[config.mk]
export PLATFORM = sky130hd
export DESIGN_NAME = rtcb_top
export DESIGN_NICKNAME = d
export VERILOG_FILES = /design/src/hdl/rtcb_pkg.sv /design/src/hdl/rtcb_sync.sv /design/src/hdl/rtcb_top.sv
export SDC_FILE = /design/constraint.sdc
export NUM_CORES = 1
export LEC_CHECK = 0
export ABC_AREA = 0
export BUFFER_PORTS_ARGS = -buffer_cell sky130_fd_sc_hd__buf_4
export CAP_MARGIN = 20
export CORE_MARGIN = 2
export CORE_UTILIZATION = 38
export DETAILED_ROUTE_END_ITERATION = 12
export HOLD_SLACK_MARGIN = 0.03
export PLACE_DENSITY = 0.56
export SYNTH_ARGS = -nofsm -noshare
export SYNTH_HDL_FRONTEND = slang
export SYNTH_SLANG_ARGS = --single-unit
export TNS_END_PERCENT = 1
[constraint.sdc]
create_clock -name CORE_CLK_IN -period 6.25 [get_ports CORE_CLK_IN]
set_input_delay 1.25 -clock CORE_CLK_IN [delete_from_list [all_inputs] [get_ports CORE_CLK_IN]]
set_output_delay 1.25 -clock CORE_CLK_IN [all_outputs]
set_load 0.005 [all_outputs]
[src/hdl/rtcb_pkg.sv]
// Shared constants for the backup-domain real-time clock.
// Assumes a 32-bit register port with byte addresses on an 8-bit address bus.
package rtcb_pkg;
  // Register byte offsets
  localparam logic [7:0] OFF_CTRL = 8'h00;
  localparam logic [7:0] OFF_STATUS = 8'h04;
  localparam logic [7:0] OFF_RELOAD = 8'h08;
  localparam logic [7:0] OFF_DIVIDER = 8'h0c;
  localparam logic [7:0] OFF_COUNT = 8'h10;
  localparam logic [7:0] OFF_ALARM = 8'h14;
  localparam logic [7:0] OFF_BKP_BASE = 8'h20;
  localparam logic [7:0] BKP_STRIDE = 8'h04;

  // Control register fields
  localparam int CTRL_ALARM_IE = 0;
  localparam int CTRL_TICK_IE = 1;
  localparam int CTRL_CAL_EN = 2;
  localparam int CTRL_SEL_LO = 4;
  localparam int CTRL_SEL_HI = 5;

  // Status register fields, write one to clear
  localparam int STAT_ALARM = 0;
  localparam int STAT_TICK = 1;

  // Counting clock source codes
  localparam logic [1:0] SEL_SLOW_XTAL = 2'h0;
  localparam logic [1:0] SEL_LOW_POWER_RC = 2'h1;
  localparam logic [1:0] SEL_FAST_DIV = 2'h2;
  localparam logic [1:0] SEL_OFF = 2'h3;

  // Frequencies in Hz and derived divide factors
  localparam int SLOW_XTAL_HZ = 32768;
  localparam int CAL_OUT_HZ = 512;
  localparam int CAL_HALF = SLOW_XTAL_HZ / CAL_OUT_HZ / 2;
  localparam int FAST_DIV = 128;

  // Widths and reset values
  localparam int PRESC_W = 20;
  localparam int COUNT_W = 32;
  localparam int BKP_W = 16;
  localparam int NUM_BKP = 10;
  localparam logic [PRESC_W-1:0] RELOAD_RESET = PRESC_W'(SLOW_XTAL_HZ - 1);
endpackage

[src/hdl/rtcb_sync.sv]
// Three-stage pin synchroniser with agreement filter and edge pulses.
// Assumes the pin is asynchronous to the core clock.
`timescale 1ns/1ps
module rtcb_sync
(
  input wire logic clk_in,
  input wire logic rst_in,
  input wire logic pin_in,
  output logic level_out,
  output logic rise_out,
  output logic fall_out
);
  logic s1;
  logic s2;
  logic s3;
  logic agree;

  // Only the second stage reads the first, to let metastability settle
  always_ff @(posedge clk_in)
  begin
    if (rst_in)
    begin
      s1 <= 1'b0;
      s2 <= 1'b0;
      s3 <= 1'b0;
      level_out <= 1'b0;
    end
    else
    begin
      s1 <= pin_in;
      s2 <= s1;
      s3 <= s2;
      if (agree)
        level_out <= s2;
    end
  end

  // A change counts once stages two and three agree
  assign agree = (s2 == s3);
  assign rise_out = agree && s2 && !level_out;
  assign fall_out = agree && !s2 && level_out;
endmodule

[src/hdl/rtcb_top.sv]
// Real-time clock with prescaler, alarm, calibration output and backup registers.
// Assumes slow clock sources arrive as pins sampled on the 250 MHz core clock,
// and that RST_IN is the main-domain reset while BKP_RST_IN resets the backup domain.
`timescale 1ns/1ps

// Summary of operation
// 32-bit counter advances once per time base tick
// Counter reaching compare value raises alarm event
// Separate alarm and periodic tick interrupts
// Source: slow crystal, low-power RC, fast clock/128
// 20-bit prescaler, reset gives one-second tick
// 512 Hz calibration clock output pin
// Ten 16-bit backup registers, backup-domain powered
// Stop and Standby never halt counting or alarm
// Alarm exits Standby, with reset, watchdog, wakeup
// Standby keeps backup registers, loses ordinary state
// Alarm also drives external event line
// Reload resets to 32767 (divide by 32768), applies at next reload
// Each interrupt has flag plus enable gate
module rtcb_top
#(
  parameter int NUM_BKP = rtcb_pkg::NUM_BKP,
  parameter logic [rtcb_pkg::PRESC_W-1:0] RESET_RELOAD = rtcb_pkg::RELOAD_RESET
)
(
  input wire logic CORE_CLK_IN,
  input wire logic RST_IN,
  input wire logic BKP_RST_IN,
  input wire logic [7:0] REG_ADDR_IN,
  input wire logic [31:0] REG_WDATA_IN,
  input wire logic REG_WR_IN,
  input wire logic REG_RD_IN,
  output logic [31:0] REG_RDATA_OUT,
  input wire logic SLOW_XTAL_CLK_IN,
  input wire logic LOW_POWER_RC_CLK_IN,
  input wire logic FAST_EXTERNAL_CLOCK_IN,
  input wire logic WAKEUP_PIN_IN,
  input wire logic EXTERNAL_RESET_PIN_N_IN,
  input wire logic INDEPENDENT_WATCHDOG_RST_IN,
  input wire logic STANDBY_IN,
  output logic ALARM_IRQ_OUT,
  output logic TICK_IRQ_OUT,
  output logic ALARM_EVENT_OUT,
  output logic STANDBY_EXIT_OUT,
  output logic CAL_CLK_OUT
);
  localparam int PW = rtcb_pkg::PRESC_W;
  localparam int CW = rtcb_pkg::COUNT_W;
  localparam int FDW = $clog2(rtcb_pkg::FAST_DIV);
  localparam int CDW = $clog2(rtcb_pkg::CAL_HALF) + 1;

  // Synchronised pins
  logic slow_rise;
  logic rc_rise;
  logic fast_rise;
  logic wake_rise;
  logic ext_rst_fall;

  // Backup-domain state
  logic [1:0] clk_sel;
  logic cal_en;
  logic [PW-1:0] presc_reload;
  logic [PW-1:0] presc_cnt;
  logic [CW-1:0] count;
  logic [CW-1:0] alarm_val;
  logic [FDW-1:0] fast_div;
  logic [CDW-2:0] cal_div;
  logic [rtcb_pkg::BKP_W-1:0] bkp [0:NUM_BKP-1];

  // Main-domain state
  logic alarm_ie;
  logic tick_ie;
  logic alarm_flag;
  logic tick_flag;

  // Decode and datapath wires
  logic wr_ok;
  logic ctrl_wr;
  logic stat_wr;
  logic reload_wr;
  logic count_wr;
  logic alarm_wr;
  logic bkp_wr;
  logic bkp_hit;
  logic [7:0] bkp_off;
  logic [3:0] bkp_idx;
  logic fast_tick;
  logic src_edge;
  logic tick;
  logic [CW-1:0] count_inc;
  logic alarm_hit;
  logic exit_req;
  logic alarm_clr;
  logic tick_clr;
  logic [31:0] ctrl_word;
  logic [31:0] rd_mux;

  // Pin synchronisers; clock pins are sampled, the core clock far outruns them
  rtcb_sync u_slow (.clk_in(CORE_CLK_IN), .rst_in(BKP_RST_IN), .pin_in(SLOW_XTAL_CLK_IN),
    .level_out(), .rise_out(slow_rise), .fall_out());
  rtcb_sync u_rc (.clk_in(CORE_CLK_IN), .rst_in(BKP_RST_IN), .pin_in(LOW_POWER_RC_CLK_IN),
    .level_out(), .rise_out(rc_rise), .fall_out());
  rtcb_sync u_fast (.clk_in(CORE_CLK_IN), .rst_in(BKP_RST_IN),
    .pin_in(FAST_EXTERNAL_CLOCK_IN), .level_out(), .rise_out(fast_rise), .fall_out());
  rtcb_sync u_wake (.clk_in(CORE_CLK_IN), .rst_in(BKP_RST_IN), .pin_in(WAKEUP_PIN_IN),
    .level_out(), .rise_out(wake_rise), .fall_out());
  rtcb_sync u_external_reset_pin (.clk_in(CORE_CLK_IN), .rst_in(BKP_RST_IN),
    .pin_in(EXTERNAL_RESET_PIN_N_IN), .level_out(), .rise_out(), .fall_out(ext_rst_fall));

  // Register decode; the main bus is powered down in Standby, so writes drop
  assign wr_ok = REG_WR_IN && !STANDBY_IN;
  assign ctrl_wr = wr_ok && (REG_ADDR_IN == rtcb_pkg::OFF_CTRL);
  assign stat_wr = wr_ok && (REG_ADDR_IN == rtcb_pkg::OFF_STATUS);
  assign reload_wr = wr_ok && (REG_ADDR_IN == rtcb_pkg::OFF_RELOAD);
  assign count_wr = wr_ok && (REG_ADDR_IN == rtcb_pkg::OFF_COUNT);
  assign alarm_wr = wr_ok && (REG_ADDR_IN == rtcb_pkg::OFF_ALARM);
  assign bkp_off = REG_ADDR_IN - rtcb_pkg::OFF_BKP_BASE;
  assign bkp_idx = bkp_off[5:2];
  assign bkp_hit = (REG_ADDR_IN >= rtcb_pkg::OFF_BKP_BASE) && (bkp_off[1:0] == 2'h0)
    && (bkp_off < 8'(NUM_BKP * rtcb_pkg::BKP_STRIDE));
  assign bkp_wr = wr_ok && bkp_hit;

  // Clock source selection; off leaves the counter frozen
  assign fast_tick = fast_rise && (fast_div == FDW'(rtcb_pkg::FAST_DIV - 1));
  assign src_edge = (clk_sel == rtcb_pkg::SEL_SLOW_XTAL) ? slow_rise :
    (clk_sel == rtcb_pkg::SEL_LOW_POWER_RC) ? rc_rise :
    (clk_sel == rtcb_pkg::SEL_FAST_DIV) ? fast_tick : 1'b0;

  // Tick on the source edge that finds the prescaler at zero
  assign tick = src_edge && (presc_cnt == '0);
  assign count_inc = count + CW'(1);
  // A software load wins over a same-cycle tick and raises no alarm
  assign alarm_hit = tick && !count_wr && (count_inc == alarm_val);
  // Standby exit sources, only meaningful while in Standby
  assign exit_req = STANDBY_IN && (alarm_hit || wake_rise || ext_rst_fall
    || INDEPENDENT_WATCHDOG_RST_IN);
  assign alarm_clr = stat_wr && REG_WDATA_IN[rtcb_pkg::STAT_ALARM];
  assign tick_clr = stat_wr && REG_WDATA_IN[rtcb_pkg::STAT_TICK];

  // Fast clock divider, free running so the ratio stays exact across selects
  always_ff @(posedge CORE_CLK_IN)
  begin
    if (BKP_RST_IN)
      fast_div <= '0;
    else if (fast_rise)
      fast_div <= fast_div + FDW'(1);
  end

  // Prescaler; a new reload only lands at the next wrap, count untouched
  always_ff @(posedge CORE_CLK_IN)
  begin
    if (BKP_RST_IN)
    begin
      presc_reload <= RESET_RELOAD;
      presc_cnt <= RESET_RELOAD;
    end
    else
    begin
      if (reload_wr)
        presc_reload <= REG_WDATA_IN[PW-1:0];
      if (tick)
        presc_cnt <= presc_reload;
      else if (src_edge)
        presc_cnt <= presc_cnt - PW'(1);
    end
  end

  // Counter and compare value; STANDBY_IN is not looked at, so counting goes on
  always_ff @(posedge CORE_CLK_IN)
  begin
    if (BKP_RST_IN)
    begin
      count <= '0;
      alarm_val <= '1;
    end
    else
    begin
      if (count_wr)
        count <= REG_WDATA_IN;
      else if (tick)
        count <= count_inc; // see
      if (alarm_wr)
        alarm_val <= REG_WDATA_IN;
    end
  end

  // Source and calibration settings live in the backup domain
  always_ff @(posedge CORE_CLK_IN)
  begin
    if (BKP_RST_IN)
    begin
      clk_sel <= rtcb_pkg::SEL_SLOW_XTAL;
      cal_en <= 1'b0;
    end
    else if (ctrl_wr)
    begin
      clk_sel <= REG_WDATA_IN[rtcb_pkg::CTRL_SEL_HI:rtcb_pkg::CTRL_SEL_LO];
      cal_en <= REG_WDATA_IN[rtcb_pkg::CTRL_CAL_EN];
    end
  end

  // Calibration output: source divided by 64, i.e. 512 Hz from the crystal
  always_ff @(posedge CORE_CLK_IN)
  begin
    if (BKP_RST_IN)
    begin
      cal_div <= '0;
      CAL_CLK_OUT <= 1'b0;
    end
    else if (!cal_en)
    begin
      cal_div <= '0;
      CAL_CLK_OUT <= 1'b0;
    end
    else if (src_edge)
    begin
      cal_div <= cal_div + (CDW-1)'(1);
      if (cal_div == (CDW-1)'(rtcb_pkg::CAL_HALF - 1))
        CAL_CLK_OUT <= !CAL_CLK_OUT;
    end
  end

  // Backup registers: only the backup-domain reset clears them
  always_ff @(posedge CORE_CLK_IN)
  begin
    if (BKP_RST_IN)
    begin
      for (int i = 0; i < NUM_BKP; i++)
        bkp[i] <= '0;
    end
    else if (bkp_wr)
      bkp[bkp_idx] <= REG_WDATA_IN[rtcb_pkg::BKP_W-1:0]; // see
  end

  // Event pulses to the wakeup logic and the external event line
  always_ff @(posedge CORE_CLK_IN)
  begin
    if (BKP_RST_IN)
    begin
      ALARM_EVENT_OUT <= 1'b0;
      STANDBY_EXIT_OUT <= 1'b0;
    end
    else
    begin
      ALARM_EVENT_OUT <= alarm_hit;
      STANDBY_EXIT_OUT <= exit_req;
    end
  end

  // Flags and enables are ordinary registers, lost with the main domain
  always_ff @(posedge CORE_CLK_IN)
  begin
    if (RST_IN)
    begin
      alarm_ie <= 1'b0;
      tick_ie <= 1'b0;
      alarm_flag <= 1'b0;
      tick_flag <= 1'b0;
    end
    else
    begin
      if (ctrl_wr)
      begin
        alarm_ie <= REG_WDATA_IN[rtcb_pkg::CTRL_ALARM_IE];
        tick_ie <= REG_WDATA_IN[rtcb_pkg::CTRL_TICK_IE];
      end
      // Set beats clear so a same-cycle event is not lost
      alarm_flag <= alarm_hit || (alarm_flag && !alarm_clr);
      tick_flag <= tick || (tick_flag && !tick_clr); // see
    end
  end

  // Interrupt lines, one per source, gated by their enables
  always_ff @(posedge CORE_CLK_IN)
  begin
    if (RST_IN)
    begin
      ALARM_IRQ_OUT <= 1'b0;
      TICK_IRQ_OUT <= 1'b0;
    end
    else
    begin
      ALARM_IRQ_OUT <= alarm_flag && alarm_ie; // see
      TICK_IRQ_OUT <= tick_flag && tick_ie; // see
    end
  end

  // Read mux; unmapped addresses read zero
  assign ctrl_word = {26'h0, clk_sel, 1'b0, cal_en, tick_ie, alarm_ie};
  assign rd_mux = (REG_ADDR_IN == rtcb_pkg::OFF_CTRL) ? ctrl_word :
    (REG_ADDR_IN == rtcb_pkg::OFF_STATUS) ? {30'h0, tick_flag, alarm_flag} :
    (REG_ADDR_IN == rtcb_pkg::OFF_RELOAD) ? {12'h0, presc_reload} :
    (REG_ADDR_IN == rtcb_pkg::OFF_DIVIDER) ? {12'h0, presc_cnt} :
    (REG_ADDR_IN == rtcb_pkg::OFF_COUNT) ? count :
    (REG_ADDR_IN == rtcb_pkg::OFF_ALARM) ? alarm_val :
    bkp_hit ? {16'h0, bkp[bkp_idx]} : 32'h0;

  // Read data stands only in the cycle after the strobe
  always_ff @(posedge CORE_CLK_IN)
  begin
    if (RST_IN)
      REG_RDATA_OUT <= 32'h0;
    else if (REG_RD_IN)
      REG_RDATA_OUT <= rd_mux;
    else
      REG_RDATA_OUT <= 32'h0;
  end
endmodule
# --- Yosys cells after proc, flatten, opt, wreduce, memory -nomap -nowiden ---
# Memories as Yosys holds them, arrays and structs flattened.
# Cells that the tools add are included.
# W data, S select, Z words.
op_classes:
  addsub: 5
  multipliers: 0
  div: 0
  magnitude_cmp: 2
  n_eq_ne: 15
  shifts: 0
  muxes: 22
  bitwise_logic: 2
  n_reduce_logical: 57
op_table:
  columns: ["op", "n"]
  rows:
  - ["$mux W32", 4]
  - ["$mux W20", 4]
  - ["$add A32 B1 Y32 const B", 1]
  - ["$eq A32 B32 Y1", 1]
  - ["$mux W16", 2]
  - ["$logic_and A1 B1 Y1", 30]
  - ["$logic_not A20 Y1", 1]
  - ["$sub A20 B1 Y20 const B", 1]
  - ["$eq A8 B4 Y1 const B", 2]
  - ["$eq A8 B5 Y1 const B", 2]
  - ["$reduce_or A16 Y1", 1]
  - ["$mux W6", 2]
  - ["$logic_not A1 Y1", 10]
  - ["$mux W1", 9]
  - ["$eq A8 B3 Y1 const B", 1]
  - ["$ge A8 B6 Y1 const B", 1]
  - ["$logic_not A8 Y1", 1]
  - ["$lt A8 B6 Y1 const B", 1]
  - ["$sub A8 B6 Y8 const B", 1]
  - ["$add A7 B1 Y7 const B", 1]
  - ["$eq A7 B7 Y1 const B", 1]
  - ["$reduce_or A6 Y1", 1]
  - ["$add A5 B1 Y5 const B", 1]
  - ["$eq A1 B1 Y1", 5]
  - ["11 further kinds", 19]
word_totals:
  ff_bits: 180
  latch_bits: 0
  ram_bits: 160
  rom_bits: 0
  word_cells: 144
  mem_count: 1
mem_list:
  columns: ["memory", "depth", "width", "read_ports", "rd_ports_with_merged_regs", "write_ports", "line", "source"]
  rows:
  - ["bkp", 10, 16, 1, 0, 10, "rtcb_top.sv:68", "logic [rtcb_pkg::BKP_W-1:0] bkp [0:NUM_BKP-1];"]

# --- Depth between registers and ports, before layout ---
# Gate-level depths: netlist of the first run.
depth:
  ltp_word: 14
  mapped_depth: 12

# --- Cells and area by module ---
# A second synthesis of the first run with hierarchy kept.
unflattened:
  cells_unflattened: 1740
  hier_area_um2: 19906.6
by_module_without_submodules:
  columns: ["mod", "n_inst", "cells_per_inst", "area_per_inst_um2", "seq_area_each_um2"]
  rows:
  - ["rtcb_top", 1, 1665, 19130.8, 10890.4]
  - ["rtcb_sync", 5, 15, 155.1, 80.1]

# --- Least setup slack after synthesis of the first run ---
# OpenSTA, ideal clock, no wires.
synth_path:
  path_kind: "input-to-reg"
  start: "input REG_ADDR_IN[2]"
  end: "memory bkp[9][0] (netlist bit), enable pin"
  setup_ps: 373
  arrival_time_ps: 3627
  slack_ps: 2250
  stages: 9
  path_buffers: 8
  path_cell_list: "buf_2 > buf_2 > buf_2 > buf_2 > buf_2 > buf_2 > buf_2 > buf_2 > a41o_1"
synth_lines:
  columns: ["element", "line", "source"]
  rows:
  - ["start: declaration", "rtcb_top.sv:29", "input wire logic [7:0] REG_ADDR_IN,"]
  - ["end: declaration", "rtcb_top.sv:68", null]

==> metrics.cfg, run 1 <==
[outcome]
result_of_the_run=finished clean

[grt]
overflow=0
gr-usage-met1=0.2643
grt_util_met2=0.3381
grt_first_pass_wirelength_mm=83.48
first_global_vias=13840
all_layer_global_routing_usage=0.2027
antenna_found_initial=0
top_usage_layer=met2
grt_max_degree=67
grtUsageMet3=0.03284

[synthesis]
asyncSetResetFlopFracSynth=0
yosysSeqAreaShare=0.5647
syn_avg_cell_area_um2=11.39
yosys_warnings=0
synth.cell_area_mm2=0.01999
synth-main-ff-cell=sky130_fd_sc_hd__edfxtp_1
synth_cell_type_count=73
syn-instance-count=1755
ys_ff_latch=436
synth-edff-count=256

[setup_path]
critical_path_end_type=register
criticalPathCategory=in -> reg
path_max_fanout=23
worst-endpoint-arrival_ns=4.96
critPathLaunchType=input port
cp_data_required_time_ns=6.48

[pwr]
p_clk_frac=0.445
power_density_mw_per_mm2=272.2
power_leakage_nw=8.061
netSwitchingFraction=0.2245
post-layout-total-power_mw=6.280
power.share.combinational=0.052
seq_power_share=0.503
sw_pwr_mw=1.410
max-vdd-ir-drop_mv=0.2088
internal_power_mw=4.870

[layout]
utilization=0.4417
fin_nets=1951
synthToLayoutAreaGrowth_pct=15.41
final.fill_count=4890
layout.cells.most_common_list=sky130_fd_sc_hd__nor2_1 (270), sky130_fd_sc_hd__edfxtp_1 (256), sky130_fd_sc_hd__nand2_1 (185), sky130_fd_sc_hd__dfxtp_1 (180), sky130_fd_sc_hd__buf_4 (108)
share_of_cells_above_drive_strength_1=0.1411
final_area_mm2=0.02307
layout.cells.most_common=sky130_fd_sc_hd__nor2_1
antennaDiodeCount=0

[timing]
rsz0062_at_grt=false
holdWs_ns=0.4344
achievable-frequency_ghz=0.2117
hold_viol_final=0
slew_at_the_pin_closest_to_its_max_slew_limit_ns=1.074
timing.slew.headroom=0.2842
min_period_over_period=0.7558
clock-skew-final_ns=0.02394
slew_viol_final=0
layout_min_cycle_time_ns=4.724
fin_setup_tns_ns=0
setup_viol_count_final=0

[cts]
ctsHtreeMaxLevel=2
post_cts_resized=0
cts_tree=yes
buffer_depth_of_the_longest_clock_path=3
ctsRootBufferMaster=sky130_fd_sc_hd__clkbuf_16
postCtsSetupRepairBufs=0
numCtsBuffers=48
clock_latency_ns=0.61
cts.sinks=436
cts.clk_slew.worst_paths_ns=0.06
post_cts_hold_buffer_count=0

[place]
placed_cell_area_mm2=0.02155
port-buffer-count=88
gp_congestion=0.8814
detailed_place_hpwl_mm=37.86

[routing]
wirelength_mm=54.61
route.antenna.remaining_nets=0
viasPerCell=5.386
vias=14050
drt_first_iter_violations=1199
drt_pass1_iterations=5
wire_per_inst_um=20.94
detail_route.drc_violations=0

[flow_run]
cap_viol_max_count=0

[floorplanning]
die-width_um=233.4
floorplan.rows=84
die_y_um=233.4
initial_core_util=0.3827
placeableCoreArea_mm2=0.05224
design.die.area_mm2=0.05446
boundary_pin_count=89

[worst_hold_path]
hold_path_class=reg -> reg

## cell usage after synthesis, types with 4 or more instances
cell type | instances | share of area
sky130_fd_sc_hd__nand4_1 | 29 | 0.0091
sky130_fd_sc_hd__and4_1 | 6 | 0.0026
sky130_fd_sc_hd__or4_1 | 11 | 0.0041
sky130_fd_sc_hd__a21oi_1 | 50 | 0.013
sky130_fd_sc_hd__and3_1 | 16 | 0.0050
sky130_fd_sc_hd__edfxtp_1 | 256 | 0.38
sky130_fd_sc_hd__o22a_1 | 5 | 0.0022
sky130_fd_sc_hd__a31oi_1 | 6 | 0.0019
sky130_fd_sc_hd__a22o_1 | 4 | 0.0018
sky130_fd_sc_hd__nand3b_1 | 52 | 0.020
sky130_fd_sc_hd__o31ai_1 | 5 | 0.0019
sky130_fd_sc_hd__a222oi_1 | 7 | 0.0035
sky130_fd_sc_hd__buf_1 | 14 | 0.0026
sky130_fd_sc_hd__a221oi_1 | 12 | 0.0053
sky130_fd_sc_hd__a211o_1 | 6 | 0.0026
sky130_fd_sc_hd__nand2b_1 | 25 | 0.0078
sky130_fd_sc_hd__nand3_1 | 27 | 0.0068
sky130_fd_sc_hd__nor2_1 | 270 | 0.051
sky130_fd_sc_hd__clkbuf_1 | 90 | 0.017
sky130_fd_sc_hd__xnor2_1 | 45 | 0.020
sky130_fd_sc_hd__nor3_1 | 26 | 0.0065
sky130_fd_sc_hd__o21ai_0 | 33 | 0.0083
sky130_fd_sc_hd__ha_1 | 12 | 0.0075
sky130_fd_sc_hd__o211ai_1 | 6 | 0.0023
sky130_fd_sc_hd__nand2_1 | 185 | 0.035
sky130_fd_sc_hd__nor3b_1 | 11 | 0.0041
sky130_fd_sc_hd__buf_2 | 16 | 0.0040
sky130_fd_sc_hd__a21o_1 | 4 | 0.0015
sky130_fd_sc_hd__dfxtp_1 | 180 | 0.18
sky130_fd_sc_hd__mux2i_1 | 29 | 0.015
sky130_fd_sc_hd__a211oi_1 | 39 | 0.015
sky130_fd_sc_hd__nor2b_1 | 23 | 0.0072
sky130_fd_sc_hd__or3_1 | 16 | 0.0050
sky130_fd_sc_hd__and2_1 | 21 | 0.0066
sky130_fd_sc_hd__nor4_1 | 17 | 0.0053
sky130_fd_sc_hd__a22oi_1 | 7 | 0.0026
sky130_fd_sc_hd__mux4_2 | 80 | 0.090
sky130_fd_sc_hd__inv_1 | 30 | 0.0056
sky130_fd_sc_hd__xor2_1 | 34 | 0.015
## power groups by stage
| stage | Sequential (mW) | Clock, mW | Combinational, mW |
|---|---|---|---|
| after floorplan | 3.20 | 0 | 0.205 |
| after CTS | 3.16 | 2.85 | 0.330 |
| after global placement | 3.22 | 0 | 0.326 |
| after detailed placement | 3.22 | 0 | 0.329 |
| after global routing | 3.17 | 2.94 | 0.351 |
| final | 3.16 | 2.79 | 0.328 |
## logic make-up after synthesis
family / synth area share
compound gates: 0.07341
xor+xnor: 0.03461
fa+ha+maj: 0.007510
buf+inv: 0.03029
flops: 0.5647
mux: 0.1052
other cells: 0.0001876
simple gates: 0.1841
## flip-flops by register name (all words and copies together), names as in the netlist, 2 cells and up
name / count
fast_div: 7
clk_sel: 2
count: 32
bkp: 256
REG_RDATA_OUT: 32
alarm_val: 32
cal_div: 5
presc_reload: 20
presc_cnt: 20
## worst max-delay path: stages
cell and delay (ns):
sky130_fd_sc_hd__buf_4 0.36, sky130_fd_sc_hd__inv_1 0.19, sky130_fd_sc_hd__ha_1 0.25, sky130_fd_sc_hd__a311o_1 0.32, sky130_fd_sc_hd__a21oi_1 0.15, sky130_fd_sc_hd__buf_4 0.27
sky130_fd_sc_hd__nor3b_2 0.22, sky130_fd_sc_hd__buf_4 0.27, sky130_fd_sc_hd__nor3b_2 0.45, sky130_fd_sc_hd__nand2_1 0.46, sky130_fd_sc_hd__nand2b_1 0.75
## metrics by stage
| stage | setup slack [ns] | std cells |
|---|---|---|
| after floorplan | 2.250 | 1850 |
| after global placement | 1.056 | 2524 |
| after detailed placement | 0.9566 | 2524 |
| after CTS | 1.582 | 2607 |
| after global routing | 1.244 | 2608 |
| final | 1.526 | 2608 |
## cell type report
cell class                      count  area (um2)  share of cell area
Clock buffer                       65        1315             0.05699
Clock inverter                     18       203.9            0.008839
Inverter                           30       112.6            0.004880
Multi-Input combinational cell   1262        8469              0.3670
Sequential cell                   436       11290              0.4893
Tap cell                          688       860.8             0.03731
Timing Repair Buffer              109       822.0             0.03563
## final timing paths
kind,slack [ns],from,cells past startpoint,endpoint
setup / recovery,1.53,REG_ADDR_IN[5],11,bkp[0][10]$_SDFFCE_PN0P_
hold / removal,0.43,u_external_reset_pin.s1$_SDFF_PP0_,1,u_external_reset_pin.s2$_SDFF_PP0_
setup reg to reg,2.43,count[0]$_SDFFE_PP0P_,8,STANDBY_EXIT_OUT$_SDFF_PP0_
hold reg to reg,0.43,u_external_reset_pin.s1$_SDFF_PP0_,1,u_external_reset_pin.s2$_SDFF_PP0_
## per-layer routing
layer / vias to the layer above / wire (um) / part of all wire
li1: 6590 / - / -
met1: 6940 / 22880 / 0.42
met2: 410 / 26470 / 0.48
met3: 107 / 3376 / 0.062
met4: 0 / 1884 / 0.034
met5: - / 0 / 0
Power figures use the tool's default switching activity.
==> run 2: changes to the inputs <==
ABC_AREA = 1   (was 0)
PLACE_DENSITY = 0.58   (was 0.56)
clock period = 3.9 ns   (was 6.25 ns; I/O delays follow)
==> metrics.cfg, run 2 <==
[outcome]
result_of_the_run=finished clean

[floorplanning]
initial_core_util=0.3845  ; +0.001747
boundary_pin_count=89  ; unchanged
die-width_um=232.1  ; -0.56%
die_y_um=232.1  ; -0.56%
placeableCoreArea_mm2=0.05141  ; -1.6%
design.die.area_mm2=0.05385  ; -1.1%
floorplan.rows=83  ; -1.2%

[timing]
clock-skew-final_ns=0.01637  ; -0.007570 ns
slew_at_the_pin_closest_to_its_max_slew_limit_ns=0.9108  ; -0.1629 ns
setup_viol_count_final=0  ; unchanged
layout_min_cycle_time_ns=3.126
min_period_over_period=0.8015
holdWs_ns=0.3917  ; -0.04268 ns
fin_setup_tns_ns=0  ; unchanged
hold_viol_final=0  ; unchanged
timing.slew.headroom=0.3851  ; +0.1009
achievable-frequency_ghz=0.3199
slew_viol_final=0  ; unchanged
rsz0062_at_grt=false

[setup_path]
path_max_fanout=10  ; -57%
criticalPathCategory=reg -> reg
setup.worst_path.start=count[0]$_SDFFE_PP0P_
critical_path.reg2reg.startpoint=count[0]$_SDFFE_PP0P_
cp_data_required_time_ns=4.43  ; -2.05 ns
critPathLaunchType=register
worst_r2r_endpoint=STANDBY_EXIT_OUT$_SDFF_PP0_
reg2reg_setup_slack_ns=0.77  ; -1.66 ns
r2r.worst_path.cells=15  ; +7
worst-endpoint-arrival_ns=3.65  ; -1.31 ns
critical_path_end_type=register

[routing]
wirelength_mm=58.81  ; +7.7%
viasPerCell=5.279  ; -2.0%
vias=16110  ; +15%
wire_per_inst_um=19.27  ; -8.0%
route.antenna.remaining_nets=0  ; unchanged
detail_route.drc_violations=0  ; unchanged
drt_first_iter_violations=1421  ; +19%
drt_pass1_iterations=5  ; unchanged

[synthesis]
synth.cell_area_mm2=0.01977  ; -1.1%
syn_avg_cell_area_um2=9.249  ; -19%
asyncSetResetFlopFracSynth=0  ; unchanged
synthDominantCellAreaShare=0.3889  ; +0.004430
yosysSeqAreaShare=0.5712  ; +0.006506
synthDominantAreaCellType=sky130_fd_sc_hd__edfxtp_1
ys_ff_latch=436  ; unchanged
yosys_warnings=0  ; unchanged
synth_common_cells=sky130_fd_sc_hd__nand2_1 (355), sky130_fd_sc_hd__nor2_1 (284), sky130_fd_sc_hd__edfxtp_1 (256)
syn-instance-count=2137  ; +22%
synth-edff-count=256  ; unchanged
synth_cell_type_count=49  ; -33%
synth-main-ff-cell=sky130_fd_sc_hd__edfxtp_1
post_synth_main_area_contributors=sky130_fd_sc_hd__edfxtp_1 (39%), sky130_fd_sc_hd__dfxtp_1 (18%), sky130_fd_sc_hd__nand2_1 (6.7%)
synth_most_common_cell=sky130_fd_sc_hd__nand2_1

[layout]
synthToLayoutAreaGrowth_pct=18.11
antennaDiodeCount=0  ; unchanged
layout.cells.most_common=sky130_fd_sc_hd__nand2_1
largest_register_ffs=256  ; unchanged
fin_nets=2395  ; +23%
share_of_cells_above_drive_strength_1=0.1573  ; +0.01611
max_flop_register=bkp
layout.cells.most_common_list=sky130_fd_sc_hd__nand2_1 (351), sky130_fd_sc_hd__nor2_1 (283), sky130_fd_sc_hd__edfxtp_1 (256), sky130_fd_sc_hd__dfxtp_1 (180), sky130_fd_sc_hd__inv_1 (168)

[worst_hold_path]
hold_path_class=in -> reg
holdPathEnd=u_rc.s1$_SDFF_PP0_
startpoint_of_the_tightest_hold_check_path=LOW_POWER_RC_CLK_IN
min_path_cells=3  ; +2

[cts]
cts_tree=yes
numCtsBuffers=49  ; +2.1%
cts.clk_slew.worst_paths_ns=0.07  ; about the same
ctsHtreeMaxLevel=2  ; unchanged
clock_latency_ns=0.60  ; about the same
cts.sinks=436  ; unchanged
postCtsSetupRepairBufs=0  ; unchanged
post_cts_hold_buffer_count=0  ; unchanged
post_cts_resized=0  ; unchanged
ctsRootBufferMaster=sky130_fd_sc_hd__clkbuf_16
buffer_depth_of_the_longest_clock_path=3  ; unchanged

[grt]
first_global_vias=15960  ; +15%
grt_first_pass_wirelength_mm=90.92  ; +8.9%
antenna_found_initial=0  ; unchanged
grt_max_degree=60  ; -10%
overflow=0  ; unchanged
all_layer_global_routing_usage=0.2186  ; +0.01598

[pwr]
power_leakage_nw=8.921  ; +11%
power_density_mw_per_mm2=440.6  ; +62%
max-vdd-ir-drop_mv=0.3372  ; +61%

[place]
detailed_place_hpwl_mm=42.46  ; +12%
port-buffer-count=88  ; unchanged
gp_congestion=0.9543  ; +8.3%

[flow_run]
cap_viol_max_count=0  ; unchanged

run 2: cell types whose count changed after synthesis, moves of 57 or more:
cell                      before  now
sky130_fd_sc_hd__nand2_1     185  355
sky130_fd_sc_hd__o22ai_1       3  123
sky130_fd_sc_hd__nor2_2        0   91
sky130_fd_sc_hd__mux4_2       80    0
sky130_fd_sc_hd__a21oi_1      50  107
sky130_fd_sc_hd__nand3_1      27  101
sky130_fd_sc_hd__inv_1        30  168
run 2: cell families (layout without fill, tap and decap cells):
kind of cell,Yosys count,after routing,share of synthesized area
DFF,436,436,0.5712
and+or+nand+nor,924,924,0.2095
xor gates and xnor gates,18,18,0.009368
buffers and inverters,293,433,0.06102
other,1,96,0.0001897
adders and majority gates,12,12,0.007596
AOI/OAI and AO/OA,453,453,0.1410
run 2: worst max-delay path by stage:
stage,end,slack (ns)
final,STANDBY_EXIT_OUT$_SDFF_PP0_,0.77
after global routing,STANDBY_EXIT_OUT$_SDFF_PP0_,0.63
after CTS,alarm_flag$_SDFF_PP0_,0.88
after detailed placement,bkp[2][0]$_SDFFCE_PN0P_,0.65
after global placement,REG_RDATA_OUT[13]$_SDFF_PP0_,0.71
after floorplan,bkp[0][0]$_SDFFCE_PN0P_,0.66
run 2: critical path, stage by stage (launching register included):
cell and delay [ns]:
sky130_fd_sc_hd__dfxtp_1 0.60, sky130_fd_sc_hd__ha_1 0.25, sky130_fd_sc_hd__nand2_1 0.15, sky130_fd_sc_hd__nor2_2 0.31, sky130_fd_sc_hd__nand2_1 0.26, sky130_fd_sc_hd__nor2_2 0.29, sky130_fd_sc_hd__nand3_1 0.12, sky130_fd_sc_hd__nand2_1 0.13
sky130_fd_sc_hd__inv_2 0.05, sky130_fd_sc_hd__nand2_1 0.06, sky130_fd_sc_hd__nand2_1 0.05, sky130_fd_sc_hd__nor2_1 0.11, sky130_fd_sc_hd__nand3_1 0.11, sky130_fd_sc_hd__nor2_1 0.19, sky130_fd_sc_hd__nand2_1 0.22, sky130_fd_sc_hd__a21oi_1 0.17
run 2: routing by layer:
layer,routed length (um),vias up,GRT usage
li1,-,7723,-
met1,24670,7769,0.2771
met2,28330,489,0.3707
met3,3228,129,0.02861
met4,2583,0,0.1010
met5,0,-,0
run 2: area by class of cell:
type,instances,area [um2]
Timing Repair Buffer,147,1179
Multi-Input combinational cell,1503,7642
Clock buffer,68,1444
Clock inverter,24,210.2
Fill cell,5072,28060
Inverter,194,728.2
Tap cell,680,850.8
Sequential cell,436,11290
run 2: where the power goes:
group	total [mW]	internal (mW)	switching [mW]
clock network	4.73	2.79	1.94
logic	0.503	0.160	0.343
registers	5.06	5.01	0.0455
run 2: per-stage QoR:
stage	total power, mW	cells	worst slack (ns)	area (um2)	util
finish	10.29	3052	0.7743	23340	0.4541
global route	10.59	3052	0.6329	23340	0.4541
global placement	5.643	2960	0.7079	21690	0.4220
floorplan	5.415	2232	0.6622	20120	-
CTS	10.36	3052	0.8775	23340	0.4541
detailed placement	5.653	2960	0.6537	21690	0.4220
==> run 3: changes to the inputs <==
clock period = 2.6 ns   (was 3.9 ns; I/O delays follow)
==> metrics.cfg, run 3 (synthesis results as in run 2) <==
[routing]
viasPerCell=5.277  ; about the same
wirelength_mm=60.68  ; +3.2%
drt_pass1_iterations=6  ; +1
wire_per_inst_um=19.27  ; about the same
vias=16610  ; +3.1%
detail_route.drc_violations=0  ; unchanged
route.antenna.remaining_nets=0  ; unchanged
drt_first_iter_violations=1357  ; -4.5%

[layout]
max_flop_register=bkp
utilization=0.4743  ; +0.02013
layout.cells.most_common_list=sky130_fd_sc_hd__nand2_1 (342), sky130_fd_sc_hd__nor2_1 (278), sky130_fd_sc_hd__edfxtp_1 (256), sky130_fd_sc_hd__buf_4 (217), sky130_fd_sc_hd__dfxtp_1 (178)
synthToLayoutAreaGrowth_pct=23.35
antennaDiodeCount=0  ; unchanged
share_of_cells_above_drive_strength_1=0.1969  ; +0.03967
stdcell_count=3148  ; +3.1%
fin_nets=2492  ; +4.1%
largest_register_ffs=256  ; unchanged
layout.cells.most_common=sky130_fd_sc_hd__nand2_1

[floorplanning]
die_y_um=232.1  ; unchanged
die-width_um=232.1  ; unchanged
design.die.area_mm2=0.05385  ; unchanged
floorplan.rows=83  ; unchanged
placeableCoreArea_mm2=0.05141  ; unchanged
boundary_pin_count=89  ; unchanged
initial_core_util=0.3845  ; unchanged

[cts]
cts_tree=yes
post_cts_resized=0  ; unchanged
post_cts_hold_buffer_count=0  ; unchanged
ctsHtreeMaxLevel=2  ; unchanged
numCtsBuffers=49  ; unchanged
cts.clk_slew.worst_paths_ns=0.06  ; about the same
cts.sinks=436  ; unchanged
ctsRootBufferMaster=sky130_fd_sc_hd__clkbuf_16
postCtsSetupRepairBufs=0  ; unchanged
buffer_depth_of_the_longest_clock_path=3  ; unchanged
clock_latency_ns=0.61  ; about the same

[timing]
rsz0062_at_grt=true
slew_at_the_pin_closest_to_its_max_slew_limit_ns=0.6528  ; -0.2580 ns
setup_viol_count_final=0  ; unchanged
slew_viol_final=0  ; unchanged
timing.final.ws_setup_ns=0.1362  ; -0.6381 ns
achievable-frequency_ghz=0.4059  ; +27%
timing.slew.headroom=0.5593  ; +0.1742
min_period_over_period=0.9476  ; +0.1461
fin_setup_tns_ns=0  ; unchanged
hold_viol_final=0  ; unchanged
clock-skew-final_ns=0.02224  ; +0.005864 ns
layout_min_cycle_time_ns=2.464  ; -0.6619 ns

[worst_hold_path]
startpoint_of_the_tightest_hold_check_path=RST_IN
holdPathEnd=alarm_flag$_SDFF_PP0_
hold_path_class=in -> reg
min_path_cells=2  ; -1

[setup_path]
timing.critical_path.cells=inv_1, nor2_1, nand3_1, nand2_1, buf_6, buf_4, clkinv_1, nor4_1, xor2_1, a21oi_1
cpLargestDelayFamily=simple AND/OR/NAND/NOR gates
path_max_fanout=19  ; +9
critPathBufInv=4  ; +3
critical_path.reg2reg.startpoint=clk_sel[1]$_SDFFE_PP0P_
critPathLaunchType=register
cp_data_required_time_ns=3.09  ; -1.34 ns
worst_r2r_endpoint=presc_cnt[15]$_SDFFE_PP0P_
worst-endpoint-arrival_ns=2.95  ; -0.70 ns
crit_slowest_cell=sky130_fd_sc_hd__dfxtp_1
criticalPathCategory=reg -> reg
setup.worst_path.start=clk_sel[1]$_SDFFE_PP0P_
r2r.worst_path.cells=10  ; -5
cpPeakStageDelay_ns=0.53  ; -0.07 ns
critical_path_end_type=register
reg2reg_setup_slack_ns=0.14  ; -0.64 ns

[grt]
grt_max_degree=84  ; +40%
overflow=0  ; unchanged
all_layer_global_routing_usage=0.2265  ; +0.007824
first_global_vias=16400  ; +2.8%
grt_first_pass_wirelength_mm=93.58  ; +2.9%
antenna_found_initial=0  ; unchanged

[pwr]
p_clk_frac=0.456  ; -0.004
sw_pwr_mw=3.496  ; +50%
power.share.combinational=0.053  ; +0.004
netSwitchingFraction=0.2259  ; -0.0003620
post-layout-total-power_mw=15.47  ; +50%
internal_power_mw=11.98  ; +51%
max-vdd-ir-drop_mv=0.4965  ; +47%
seq_power_share=0.490  ; -0.002
power_density_mw_per_mm2=634.7  ; +44%
power_leakage_nw=9.500  ; +6.5%

[place]
gp_congestion=0.9472  ; -0.74%
detailed_place_hpwl_mm=43.80  ; +3.2%
dp.cells=3057  ; +3.3%
port-buffer-count=88  ; unchanged
placement.setup.worst_slack_ns=-0.1419  ; -0.7956 ns

[flow_run]
cap_viol_max_count=0  ; unchanged

[outcome]
result_of_the_run=finished clean

==> run 3: through the flow <==
stage / instance area [um2] / hold slack (ns)
floorplan: 20170 / 0.3883
global placement: 22720 / 0.3921
detailed placement: 22720 / 0.3984
CTS: 24350 / 0.1069
global route: 24380 / 0.1243
finish: 24380 / 0.1258
==> run 3: final cells by class <==
class | instances | area (um2)
clock buffers | 62 | 1346
clock inverters | 29 | 285.3
fillers | 4925 | 27030
inverters | 194 | 730.7
multi-input cells | 1503 | 7712
flip-flops and latches | 436 | 11290
well taps | 680 | 850.8
repair buffers | 244 | 2161
==> run 3: power by group through the flow <==
stage                     clock network (mW)  registers, mW  logic (mW)
after floorplan                            0           7.71       0.419
after global placement                     0           7.73       0.812
after detailed placement                   0           7.73       0.821
after CTS                               7.17           7.59       0.824
after global routing                    7.44           7.60       0.895
final                                   7.06           7.59       0.827
==> run 3: worst max path at each step <==
stage | endpoint | slack, ns | cells past startpoint
5_1_grt | STANDBY_EXIT_OUT$_SDFF_PP0_ | -0.02 | 15
4_1_cts | STANDBY_EXIT_OUT$_SDFF_PP0_ | 0.07 | 15
2_1_floorplan | bkp[3][0]$_SDFFCE_PN0P_ | -0.08 | 13
6_report | presc_cnt[15]$_SDFFE_PP0P_ | 0.14 | 10
3_3_place_gp | REG_RDATA_OUT[13]$_SDFF_PP0_ | -0.15 | 12
3_5_place_dp | REG_RDATA_OUT[13]$_SDFF_PP0_ | -0.14 | 12
==> run 3: worst register-to-register path, cell delays in order (launching register included) <==
cell	delay [ns]
sky130_fd_sc_hd__dfxtp_1	0.53
sky130_fd_sc_hd__inv_1	0.10
sky130_fd_sc_hd__nor2_1	0.11
sky130_fd_sc_hd__nand3_1	0.08
sky130_fd_sc_hd__nand2_1	0.27
sky130_fd_sc_hd__buf_6	0.24
sky130_fd_sc_hd__buf_4	0.26
sky130_fd_sc_hd__clkinv_1	0.15
sky130_fd_sc_hd__nor4_1	0.33
sky130_fd_sc_hd__xor2_1	0.20
sky130_fd_sc_hd__a21oi_1	0.08
==> run 3: metal layers <==
layer / vias up / track usage / share of wire
li1: 7903 / - / -
met1: 8024 / 0.2872 / 0.42
met2: 547 / 0.3872 / 0.49
met3: 139 / 0.02996 / 0.056
met4: 0 / 0.09675 / 0.041
met5: - / 0 / 0
